## src/verilog/flash_status_pkg.sv

```systemverilog
// shared constants, enums and carriers for the flash read and status sequencer
package flash_status_pkg;
  // timing
  localparam int CLK_MHZ = 25;
  localparam int PROT_ERASE_US = 100;
  localparam int PROT_ERASE_CYC = PROT_ERASE_US * CLK_MHZ;
  localparam int ERASE_WIN_US = 120; // 100 us plus 20 %
  localparam int ERASE_WIN_CYC = ERASE_WIN_US * CLK_MHZ;
  localparam logic [11:0] PROT_ERASE_LOAD = 12'(PROT_ERASE_CYC);
  localparam logic [11:0] ERASE_WIN_LOAD = 12'(ERASE_WIN_CYC);
  // coded cycles and command bytes
  localparam logic [11:0] CODE_ADDR1 = 12'h555;
  localparam logic [11:0] CODE_ADDR2 = 12'haaa;
  localparam logic [7:0] CODE_DATA1 = 8'haa;
  localparam logic [7:0] CODE_DATA2 = 8'h55;
  localparam logic [7:0] CMD_SECTOR_ERASE = 8'h30;
  localparam logic [7:0] CMD_ERASE_SETUP = 8'h80;
  localparam logic [7:0] CMD_PROGRAM = 8'ha0;
  localparam logic [7:0] CMD_READ_IDENT = 8'h90;
  localparam logic [7:0] CMD_FLASH_RESET = 8'hf0;
  localparam logic [7:0] CMD_OTP_READ = 8'h88;
  localparam logic [7:0] CMD_EE_RETURN = 8'h98;
  // special read addresses on bits 6,1,0
  localparam logic [2:0] SEL_IDENT = 3'b001;
  localparam logic [2:0] SEL_PROTECT = 3'b010;
  localparam logic [7:0] PROT_YES = 8'h01;
  localparam logic [7:0] PROT_NO = 8'h00;
  // status byte bit positions
  localparam int POLL_BIT = 7;
  localparam int TOGGLE_BIT = 6;
  localparam int ERROR_BIT = 5;
  localparam int WINDOW_BIT = 3;
  // register map
  localparam logic [7:0] OFS_FLASH_PROT = 8'h00;
  localparam logic [7:0] OFS_EE_PROT = 8'h04;
  localparam logic [7:0] OFS_STATUS = 8'h08;
  localparam logic [7:0] FLASH_PROT_RST = 8'h00;
  localparam logic [3:0] EE_PROT_RST = 4'h0;
  localparam logic [1:0] HTRANS_NONSEQ = 2'b10;

  typedef enum logic [1:0] {
    mode_array = 2'b00,
    mode_ident = 2'b01,
    mode_otp = 2'b10
  } read_mode_e;

  typedef enum logic [2:0] {
    seq_idle = 3'b000,
    seq_code1 = 3'b001,
    seq_cmd = 3'b010,
    seq_erase1 = 3'b011,
    seq_erase2 = 3'b100,
    seq_erase3 = 3'b101,
    seq_prog = 3'b110
  } seq_e;

  typedef struct packed {
    logic [15:0] addr;
    logic [7:0] wdata;
    logic wr_n;
    logic rd_n;
    logic [7:0] fsel;
    logic [3:0] esel;
  } mcu_pins_s;

  typedef struct packed {
    logic prog;
    logic erase;
    logic ee_write;
    logic [15:0] addr;
    logic [7:0] data;
  } op_req_s;
endpackage : flash_status_pkg

```

## src/verilog/flash_status_seq.sv

```systemverilog
// read path, instruction decode and status byte of the flash and eeprom controller
//
// Local design decisions: the placing of the registers and register access over AHB-Lite.
`timescale 1ns/10ps
`default_nettype none
module flash_status_seq
  import flash_status_pkg::*;
#(
  parameter logic [7:0] FLASH_IDENT = 8'h5a // value is arbitrary
) (
  input wire logic hclk,
  input wire logic hresetn,
  input wire logic hsel,
  input wire logic [31:0] haddr,
  input wire logic [1:0] htrans,
  input wire logic hwrite,
  input wire logic [2:0] hsize,
  input wire logic [31:0] hwdata,
  input wire logic hready,
  output logic hreadyout,
  output logic hresp,
  output logic [31:0] hrdata,
  input wire mcu_pins_s mcu_in,
  output logic [7:0] mcu_rdata,
  output logic mcu_rdata_oe,
  output logic [15:0] mem_addr,
  output logic mem_otp,
  input wire logic [7:0] mem_rdata,
  output op_req_s op_req,
  input wire logic prog_busy,
  input wire logic erase_busy,
  input wire logic ee_busy,
  input wire logic busy_data7,
  input wire logic op_fail
);
  mcu_pins_s sync1, sync2, sync3, pins, pins_prev;
  read_mode_e mode;
  seq_e seq;
  logic [7:0] flash_prot;
  logic [3:0] ee_prot;
  logic [11:0] prot_cnt;
  logic [11:0] win_cnt;
  logic error_flag;
  logic toggle;
  logic win_open;
  logic ahb_wr, ahb_rd;
  logic [7:0] ahb_ofs;
  logic [7:0] next_rdata;

  // pin synchroniser, a change counts once stages two and three agree
  always_ff @(posedge hclk or negedge hresetn) begin
    if (!hresetn) begin
      sync1 <= '{default: '1, fsel: '0, esel: '0, addr: '0, wdata: '0};
      sync2 <= '{default: '1, fsel: '0, esel: '0, addr: '0, wdata: '0};
      sync3 <= '{default: '1, fsel: '0, esel: '0, addr: '0, wdata: '0};
    end else begin
      sync1 <= mcu_in;
      sync2 <= sync1;
      sync3 <= sync2;
    end
  end

  always_ff @(posedge hclk or negedge hresetn) begin
    if (!hresetn) begin
      pins <= '{default: '1, fsel: '0, esel: '0, addr: '0, wdata: '0};
      pins_prev <= '{default: '1, fsel: '0, esel: '0, addr: '0, wdata: '0};
    end else begin
      if (sync2 == sync3) begin
        pins <= sync3;
      end
      pins_prev <= pins;
    end
  end

  wire wr_fall = pins_prev.wr_n && !pins.wr_n;
  wire rd_fall = pins_prev.rd_n && !pins.rd_n;
  wire fsel_any = |pins.fsel;
  wire esel_any = |pins.esel;
  wire sel_prot = |(pins.fsel & flash_prot);
  wire is_code1 = pins.addr[11:0] == CODE_ADDR1 && pins.wdata == CODE_DATA1;
  wire is_code2 = pins.addr[11:0] == CODE_ADDR2 && pins.wdata == CODE_DATA2;
  wire cmd_at_555 = pins.addr[11:0] == CODE_ADDR1;
  wire sector_erase = wr_fall && fsel_any && seq == seq_erase3 &&
                      pins.wdata == CMD_SECTOR_ERASE;
  wire flash_reset = wr_fall && seq == seq_cmd && cmd_at_555 &&
                     pins.wdata == CMD_FLASH_RESET;
  wire ee_return = wr_fall && seq == seq_cmd && cmd_at_555 && pins.wdata == CMD_EE_RETURN;
  wire flash_busy = prog_busy || erase_busy || prot_cnt != 12'h000;
  wire any_busy = flash_busy || ee_busy;
  wire [2:0] special = {pins.addr[6], pins.addr[1], pins.addr[0]};

  // command decoder, a wrong byte drops back to the idle step
  always_ff @(posedge hclk or negedge hresetn) begin
    if (!hresetn) begin
      seq <= seq_idle;
    end else if (wr_fall && (fsel_any || esel_any)) begin
      case (seq)
        seq_idle: seq <= is_code1 ? seq_code1 : seq_idle;
        seq_code1: seq <= is_code2 ? seq_cmd : seq_idle;
        seq_cmd: begin
          if (cmd_at_555 && pins.wdata == CMD_PROGRAM) begin
            seq <= seq_prog;
          end else if (cmd_at_555 && pins.wdata == CMD_ERASE_SETUP) begin
            seq <= seq_erase1;
          end else begin
            seq <= seq_idle;
          end
        end
        seq_erase1: seq <= is_code1 ? seq_erase2 : seq_idle;
        seq_erase2: seq <= is_code2 ? seq_erase3 : seq_idle;
        seq_erase3: seq <= seq_idle;
        seq_prog: seq <= seq_idle;
        default: seq <= seq_idle;
      endcase
    end
  end

  // read mode; identifier and row modes stay until their exit command
  always_ff @(posedge hclk or negedge hresetn) begin
    if (!hresetn) begin
      mode <= mode_array;
    end else if (wr_fall && seq == seq_cmd && cmd_at_555) begin
      if (pins.wdata == CMD_FLASH_RESET && mode == mode_ident) begin
        mode <= mode_array;
      end else if (pins.wdata == CMD_READ_IDENT && fsel_any && mode == mode_array) begin
        mode <= mode_ident;
      end else if (pins.wdata == CMD_OTP_READ && esel_any && mode == mode_array) begin
        mode <= mode_otp;
      end else if (pins.wdata == CMD_EE_RETURN && mode == mode_otp) begin
        mode <= mode_array;
      end
    end
  end

  // requests to the program engine; protected flash targets never start, eeprom writes ignore ee_prot
  always_ff @(posedge hclk or negedge hresetn) begin
    if (!hresetn) begin
      op_req <= '0;
    end else begin
      op_req.prog <= wr_fall && seq == seq_prog && fsel_any && !sel_prot;
      op_req.erase <= sector_erase && !sel_prot;
      op_req.ee_write <= wr_fall && esel_any && seq == seq_idle && !is_code1;
      if (wr_fall) begin
        op_req.addr <= pins.addr;
        op_req.data <= pins.wdata;
      end
    end
  end

  // erase naming any protected sector, no erase running: pretend to be busy for a while
  always_ff @(posedge hclk or negedge hresetn) begin
    if (!hresetn) begin
      prot_cnt <= 12'h000;
    end else if (sector_erase && sel_prot && !erase_busy) begin
      prot_cnt <= PROT_ERASE_LOAD;
    end else if (prot_cnt != 12'h000) begin
      prot_cnt <= prot_cnt - 12'h001;
    end
  end

  // erase window, closed early by a second sector erase
  always_ff @(posedge hclk or negedge hresetn) begin
    if (!hresetn) begin
      win_open <= 1'b0;
      win_cnt <= 12'h000;
    end else if (sector_erase && !win_open) begin
      win_open <= 1'b1;
      win_cnt <= ERASE_WIN_LOAD;
    end else if (sector_erase || win_cnt == 12'h001) begin
      win_open <= 1'b0;
      win_cnt <= 12'h000;
    end else if (win_cnt != 12'h000) begin
      win_cnt <= win_cnt - 12'h001;
    end
  end

  // error flag, a failure in the clearing cycle still sets it
  always_ff @(posedge hclk or negedge hresetn) begin
    if (!hresetn) begin
      error_flag <= 1'b0;
    end else if (op_fail) begin
      error_flag <= 1'b1;
    end else if (flash_reset) begin
      error_flag <= 1'b0;
    end
  end

  // toggle flips on each selected read while any engine is busy; reads never touch the engine
  always_ff @(posedge hclk or negedge hresetn) begin
    if (!hresetn) begin
      toggle <= 1'b0;
    end else if (rd_fall && any_busy && (fsel_any || esel_any)) begin
      toggle <= !toggle;
    end
  end

  // read data selection
  always_comb begin
    next_rdata = mem_rdata;
    if (fsel_any && flash_busy) begin
      next_rdata = 8'h00;
      next_rdata[POLL_BIT] = prog_busy && !erase_busy && prot_cnt == 12'h000 &&
                             !busy_data7;
      next_rdata[TOGGLE_BIT] = toggle;
      next_rdata[ERROR_BIT] = error_flag;
      next_rdata[WINDOW_BIT] = !win_open;
    end else if (esel_any && ee_busy) begin
      next_rdata = 8'h00;
      next_rdata[POLL_BIT] = !busy_data7;
      next_rdata[TOGGLE_BIT] = toggle;
    end else if (mode == mode_ident && fsel_any && special == SEL_IDENT) begin
      next_rdata = FLASH_IDENT;
    end else if (mode == mode_ident && fsel_any && special == SEL_PROTECT) begin
      next_rdata = sel_prot ? PROT_YES : PROT_NO;
    end
  end

  // the array sees the live address; row reads address the row
  always_ff @(posedge hclk or negedge hresetn) begin
    if (!hresetn) begin
      mcu_rdata <= 8'h00;
      mcu_rdata_oe <= 1'b0;
      mem_addr <= 16'h0000;
      mem_otp <= 1'b0;
    end else begin
      mem_addr <= pins.addr;
      mem_otp <= mode == mode_otp && esel_any && !pins.addr[6];
      mcu_rdata_oe <= !pins.rd_n && (fsel_any || esel_any);
      if (rd_fall) begin
        mcu_rdata <= next_rdata;
      end
    end
  end

  // ahb-lite slave, zero wait states, always okay
  always_ff @(posedge hclk or negedge hresetn) begin
    if (!hresetn) begin
      ahb_wr <= 1'b0;
      ahb_rd <= 1'b0;
      ahb_ofs <= 8'h00;
    end else if (hready) begin
      ahb_wr <= hsel && htrans == HTRANS_NONSEQ && hwrite;
      ahb_rd <= hsel && htrans == HTRANS_NONSEQ && !hwrite;
      ahb_ofs <= haddr[7:0];
    end
  end

  // protection masks, written by software
  always_ff @(posedge hclk or negedge hresetn) begin
    if (!hresetn) begin
      flash_prot <= FLASH_PROT_RST;
      ee_prot <= EE_PROT_RST;
    end else if (ahb_wr) begin
      if (ahb_ofs == OFS_FLASH_PROT) begin
        flash_prot <= hwdata[7:0];
      end else if (ahb_ofs == OFS_EE_PROT) begin
        ee_prot <= hwdata[3:0];
      end
    end
  end

  // read mux; unmapped offsets read zero
  always_comb begin
    hrdata = 32'h0000_0000;
    if (!ahb_rd) begin
      hrdata = 32'h0000_0000;
    end else if (ahb_ofs == OFS_FLASH_PROT) begin
      hrdata = {24'h000000, flash_prot};
    end else if (ahb_ofs == OFS_EE_PROT) begin
      hrdata = {28'h0000000, ee_prot};
    end else if (ahb_ofs == OFS_STATUS) begin
      hrdata = {24'h000000, any_busy, win_open, error_flag, seq, mode};
    end
  end

  assign hreadyout = 1'b1;
  assign hresp = 1'b0;
endmodule : flash_status_seq
`default_nettype wire

```

## config.mk

```make
export PLATFORM = sky130hd
export DESIGN_NAME = flash_status_seq
export DESIGN_NICKNAME = d
export VERILOG_FILES = /design/src/verilog/flash_status_pkg.sv /design/src/verilog/flash_status_seq.sv
export SDC_FILE = /design/constraint.sdc
export NUM_CORES = 1
export LEC_CHECK = 0
export ABC_CLOCK_PERIOD_IN_PS = 2100
export BUFFER_PORTS_ARGS = -buffer_cell sky130_fd_sc_hd__buf_2
export CELL_PAD_IN_SITES_DETAIL_PLACEMENT = 1
export CELL_PAD_IN_SITES_GLOBAL_PLACEMENT = 2
export CORE_UTILIZATION = 33
export DETAILED_ROUTE_END_ITERATION = 8
export PLACE_DENSITY = 0.75
export SLEW_MARGIN = 15
export SYNTH_ARGS = -nofsm -noshare
export SYNTH_HDL_FRONTEND = slang
export SYNTH_SLANG_ARGS = --single-unit
```

## constraint.sdc

```tcl
create_clock -name hclk -period 2.1 [get_ports hclk]
set_input_delay 0.42 -clock hclk [delete_from_list [all_inputs] [get_ports hclk]]
set_output_delay 0.42 -clock hclk [all_outputs]
set_load 0.1 [all_outputs]
```

# == Word level (Yosys, flattened, before mapping) ==
# Index checks and enable logic that the tools add are counted.
# classes
n_addsub,2
eq_ne,26
muxes,29
bitwise,2
reduce_logical,77
# op_table
op,n
32-bit two-way mux,3
12-bit two-way mux,5
"8-bit == test, second input constant",7
1-bit logical AND,45
8-bit two-way mux,5
38-bit == test,1
12-bit nonzero test,2
"12-bit by 1-bit subtractor with 12-bit output, second input constant",2
8-bit OR reduction,2
3-bit case mux with 5 select lines,1
"12-bit by 1-bit == test with 1-bit output, second input constant",1
"12-bit by 11-bit == test with 1-bit output, second input constant",1
"12-bit == test, second input constant",1
12-bit zero test,1
2-bit two-way mux,6
1-bit zero test,10
"3-bit by 2-bit == test with 1-bit output, second input constant",3
"3-bit == test, second input constant",3
3-bit two-way mux,3
8-bit bitwise AND,1
"8-bit by 3-bit == test with 1-bit output, second input constant",1
"8-bit by 4-bit == test with 1-bit output, second input constant",1
"8-bit by 6-bit == test with 1-bit output, second input constant",1
"8-bit by 7-bit == test with 1-bit output, second input constant",1
15 further kinds,29
# word_totals
ff_bits,261
input_bits,125
out_inout_bits,87
elab_cells,183

# == Depth between registers and ports, before layout ==
# logic_depth
ltp_word,8
ltp_mapped,7
ltp_nobuf,7

# == Worst setup path before layout ==
# Ideal clock, no wire load.
# synth_timing
kind,register -> output
startpoint,register prot_cnt[0]
endpoint,output hrdata[7]
t_arrival_ns,5.769
required_time_ns,1.680
slack_ns,-4.089
stages_incl_launch_ff,7
n_path_buf,0
cell_sequence,dfrtp_1 > inv_1 > ha_1 > nor2b_1 > nand4_1 > nor4_1 > a2111oi_0
# synth_via
elab_chain_len,7
# synth_lines
item,line,text
"start, declared",flash_status_seq.sv:41,logic [11:0] prot_cnt;
"start signal, assigned",flash_status_seq.sv:157,prot_cnt <= prot_cnt - 12'h001;
12-bit nonzero test,flash_status_seq.sv:88,wire flash_busy = prog_busy || erase_busy || prot_cnt != 12'h000;
1-bit logical OR,flash_status_seq.sv:88,
1-bit logical OR,flash_status_seq.sv:89,wire any_busy = flash_busy || ee_busy;
8-bit two-way mux,flash_status_seq.sv:271,end else if (ahb_ofs == OFS_STATUS) begin
32-bit two-way mux,flash_status_seq.sv:269,end else if (ahb_ofs == OFS_EE_PROT) begin
32-bit two-way mux,flash_status_seq.sv:267,end else if (ahb_ofs == OFS_FLASH_PROT) begin
32-bit two-way mux,flash_status_seq.sv:265,if (!ahb_rd) begin
"end, declared",flash_status_seq.sv:22,"output logic [31:0] hrdata,"
# Every way passes these cells.

# == Worst setup path after layout ==
# layout_timing
startpoint,register prot_cnt[1]
endpoint,output hrdata[7]
# Same word-level chain as after synthesis.

==> key figures <==
Timing
  • Final Hold Vio Count: 0
  • RSZ-0062 raised after global routing: true
  • Final period util: 1.23
  • Worst Max-Slew Pin Slew: 582 ps
  • Post-route minimum period: 2590 ps
  • Final setup viols: 46
  • Slew HR: 0.615
  • Fin Setup TNS: -6890 ps
  • Final Max Slew Viols: 0
  • Setup Skew: 17.0 ps
  • Final WS setup: -490 ps
  • Highest Clock Rate: 386 MHz

Global route
  • Initial antenna violation count: 0
  • Vias in the first global route: 7638
  • First-pass GRT wire length: 43.1 mm
  • Largest net degree at the start of global routing: 64
  • GR Util All Layers: 0.179
  • Overflow after GRT: 0

Floorplan
  • Effective utilization at floorplan: 0.339
  • IO Pins: 212
  • FP Rows: 63
  • Die W: 177 um
  • Core area: 29900 sq um
  • Die height: 177 um
  • Die ar.: 31400 sq um

Synthesis
  • Synth top cells by count: 251 x dfrtp_1, 92 x nand2_1, 59 x mux2_2
  • Sequential share of the synthesized area: 0.646
  • Area contributors post-synth: dfrtp_1 62%, mux2_2 6.6%, xor2_1 3.5%
  • Synth Instances: 785
  • Post-synth top area share: 0.620
  • Primary FF master, synth: dfrtp_1
  • Ys Warns: 0
  • Area leader, netlist: dfrtp_1
  • Asr flop ratio synth: 1.00
  • EDFF count, synth: 0
  • Flip-flop and latch count after synthesis: 261
  • Average size of a mapped cell: 12.9 sq um
  • Count leader, synth: dfrtp_1
  • Mapped Area: 10100 sq um
  • Synth unique cells: 71

CTS
  • CTS clock-pin slew for the worst setup and hold paths: 60 ps
  • H-tree depth: 1
  • Root buffer cell: clkbuf_16
  • CTS sink cnt: 261
  • CTS Buffer Depth: 3
  • TritonCTS clock tree: done
  • Insertion delay to the later sink of the worst-skew pair: 550 ps
  • Num CTS Buffers: 28

Route
  • Initial drt markers: 247
  • Routed len/inst: 18.5 um
  • Drt pass-1 iters: 4
  • Post-route DRC: 0
  • Final ANT Viol Nets: 0
  • Routed WL: 27.1 mm
  • Via-to-Cell Ratio: 4.69
  • DR vias: 6878

Hold path
  • Hold WC Path Type: in2reg

Power and ir drop
  • Pwr dens: 849 nW/um^2
  • Peak supply drop: 0.763 mV
  • Total Power: 11.7 mW
  • Static Leak: 6.55 nW

Finish
  • Final Core Density: 0.460
  • Nets@finish: 1183
  • Syn-to-layout area delta: 35.7%
  • Post-Layout Cell Count: 1466
  • # diodes: 0
  • Layout cells sized above 1: 0.367
  • FILL cells: 3138

Critical path
  • Critical Path Sink Type: primary output
  • Crit start category: register
  • Crit-path max FO: 3
  • Critical Path RT: 1680 ps
  • Crit path kind: reg2out
  • WP data arrival: 2170 ps

Placement
  • Placer congestion estimate: 0.798
  • Placed cell count: 1353
  • IO Port Bufs: 134
  • Placement Setup Slack: -175 ps
  • DP HPWL: 17.6 mm

Outcome
  • Outcome: finished with violations
  • Failing checks: setup timing

Run
  • Total of max-cap violations: 0
## worst paths after layout
kind,from,endpoint,slack [ps],cells after the start
min in group asynchronous,hresetn,pins[33],370,2
min reg2reg,sync1[31],sync2[31],350,0
min,haddr[2],ahb_ofs[2],80,3
max in group asynchronous,hresetn,sync1[13],1030,3
max reg2reg,sync2[33],pins[2],-180,8
max,prot_cnt[1],hrdata[7],-490,8
## layout by cell type (no fill, tap or decap), drive strengths merged, types with 18 or more instances in the layout
master,instances
dfrtp,251
conb,26
xor2,41
clkbuf,40
buf,225
nor4,20
mux2,60
nor2,42
nand2,92
a21oi,23
nand3,18
dlygate4sd3,39
nor3,19
## registers in the layout (all words and copies together), names as in the netlist
register      flops
mode              2
pins             38
ahb_rd            1
mcu_rdata         8
ahb_ofs           8
toggle            1
sync1            38
flash_prot        8
mem_otp           1
win_cnt          12
error_flag        1
ahb_wr            1
sync2            38
mem_addr         16
sync3            38
op_req           27
prot_cnt         12
win_open          1
pins_prev         2
ee_prot           4
mcu_rdata_oe      1
seq               3
## per-stage QoR
| step | cell area [sq um] | hold WS (ps) |
|---|---|---|
| after detailed placement | 11800 | 336 |
| after floorplan | 10300 | 124 |
| after global routing | 13700 | 80.2 |
| after CTS | 13700 | 1.91 |
| final | 13700 | 78.5 |
| after global placement | 11800 | 335 |
## worst max-delay path, stage by stage (launching register included)
cell,delay (ps)
dfrtp_1,350
inv_1,70
ha_2,190
nor2b_1,130
nand4_1,110
nor4_2,50
buf_4,150
a2111oi_4,350
buf_12,220
## layout make-up
class,count,area (sq um),share of cell area
Clock inverter,12,210,0.0153
Multi-Input combinational cell,487,3660,0.266
Tap cell,390,488,0.0355
Clock buffer,40,766,0.0557
Inverter,12,45.0,0.00328
Sequential cell,261,6550,0.477
Timing Repair Buffer,264,2020,0.147
## logic make-up after synthesis
family	synth area share
AOI/OAI and AO/OA	0.0497
muxes	0.0756
adders and majority gates	0.00494
other	0.000742
buffers and inverters	0.0368
xor gates and xnor gates	0.0484
and+or+nand+nor	0.137
DFF	0.646
## routing by layer
layer,global-route usage,wire (um),vias to the layer above,share of wire
li1,-,-,3196,-
met1,0.230,11700,3496,0.43
met5,0,0,-,0
met4,0.0445,519,0,0.019
met2,0.318,14000,148,0.52
met3,0.0206,919,38,0.034
## power breakdown
group / internal, mW / switching (mW)
Combinational: 0.410 / 0.627
Clock: 3.16 / 2.03
Sequential: 5.25 / 0.184
Total: 8.82 / 2.84
## what timing repair did
item,CTS,global route
pin swaps,7,13
hold buffers,38,1
gates cloned,5,0
setup buffers,17,5
resized for setup,90,15
endpoints found under the setup margin,46,62
endpoints found under the hold margin,77,1
Note: power is estimated with default switching activity, not from simulation.
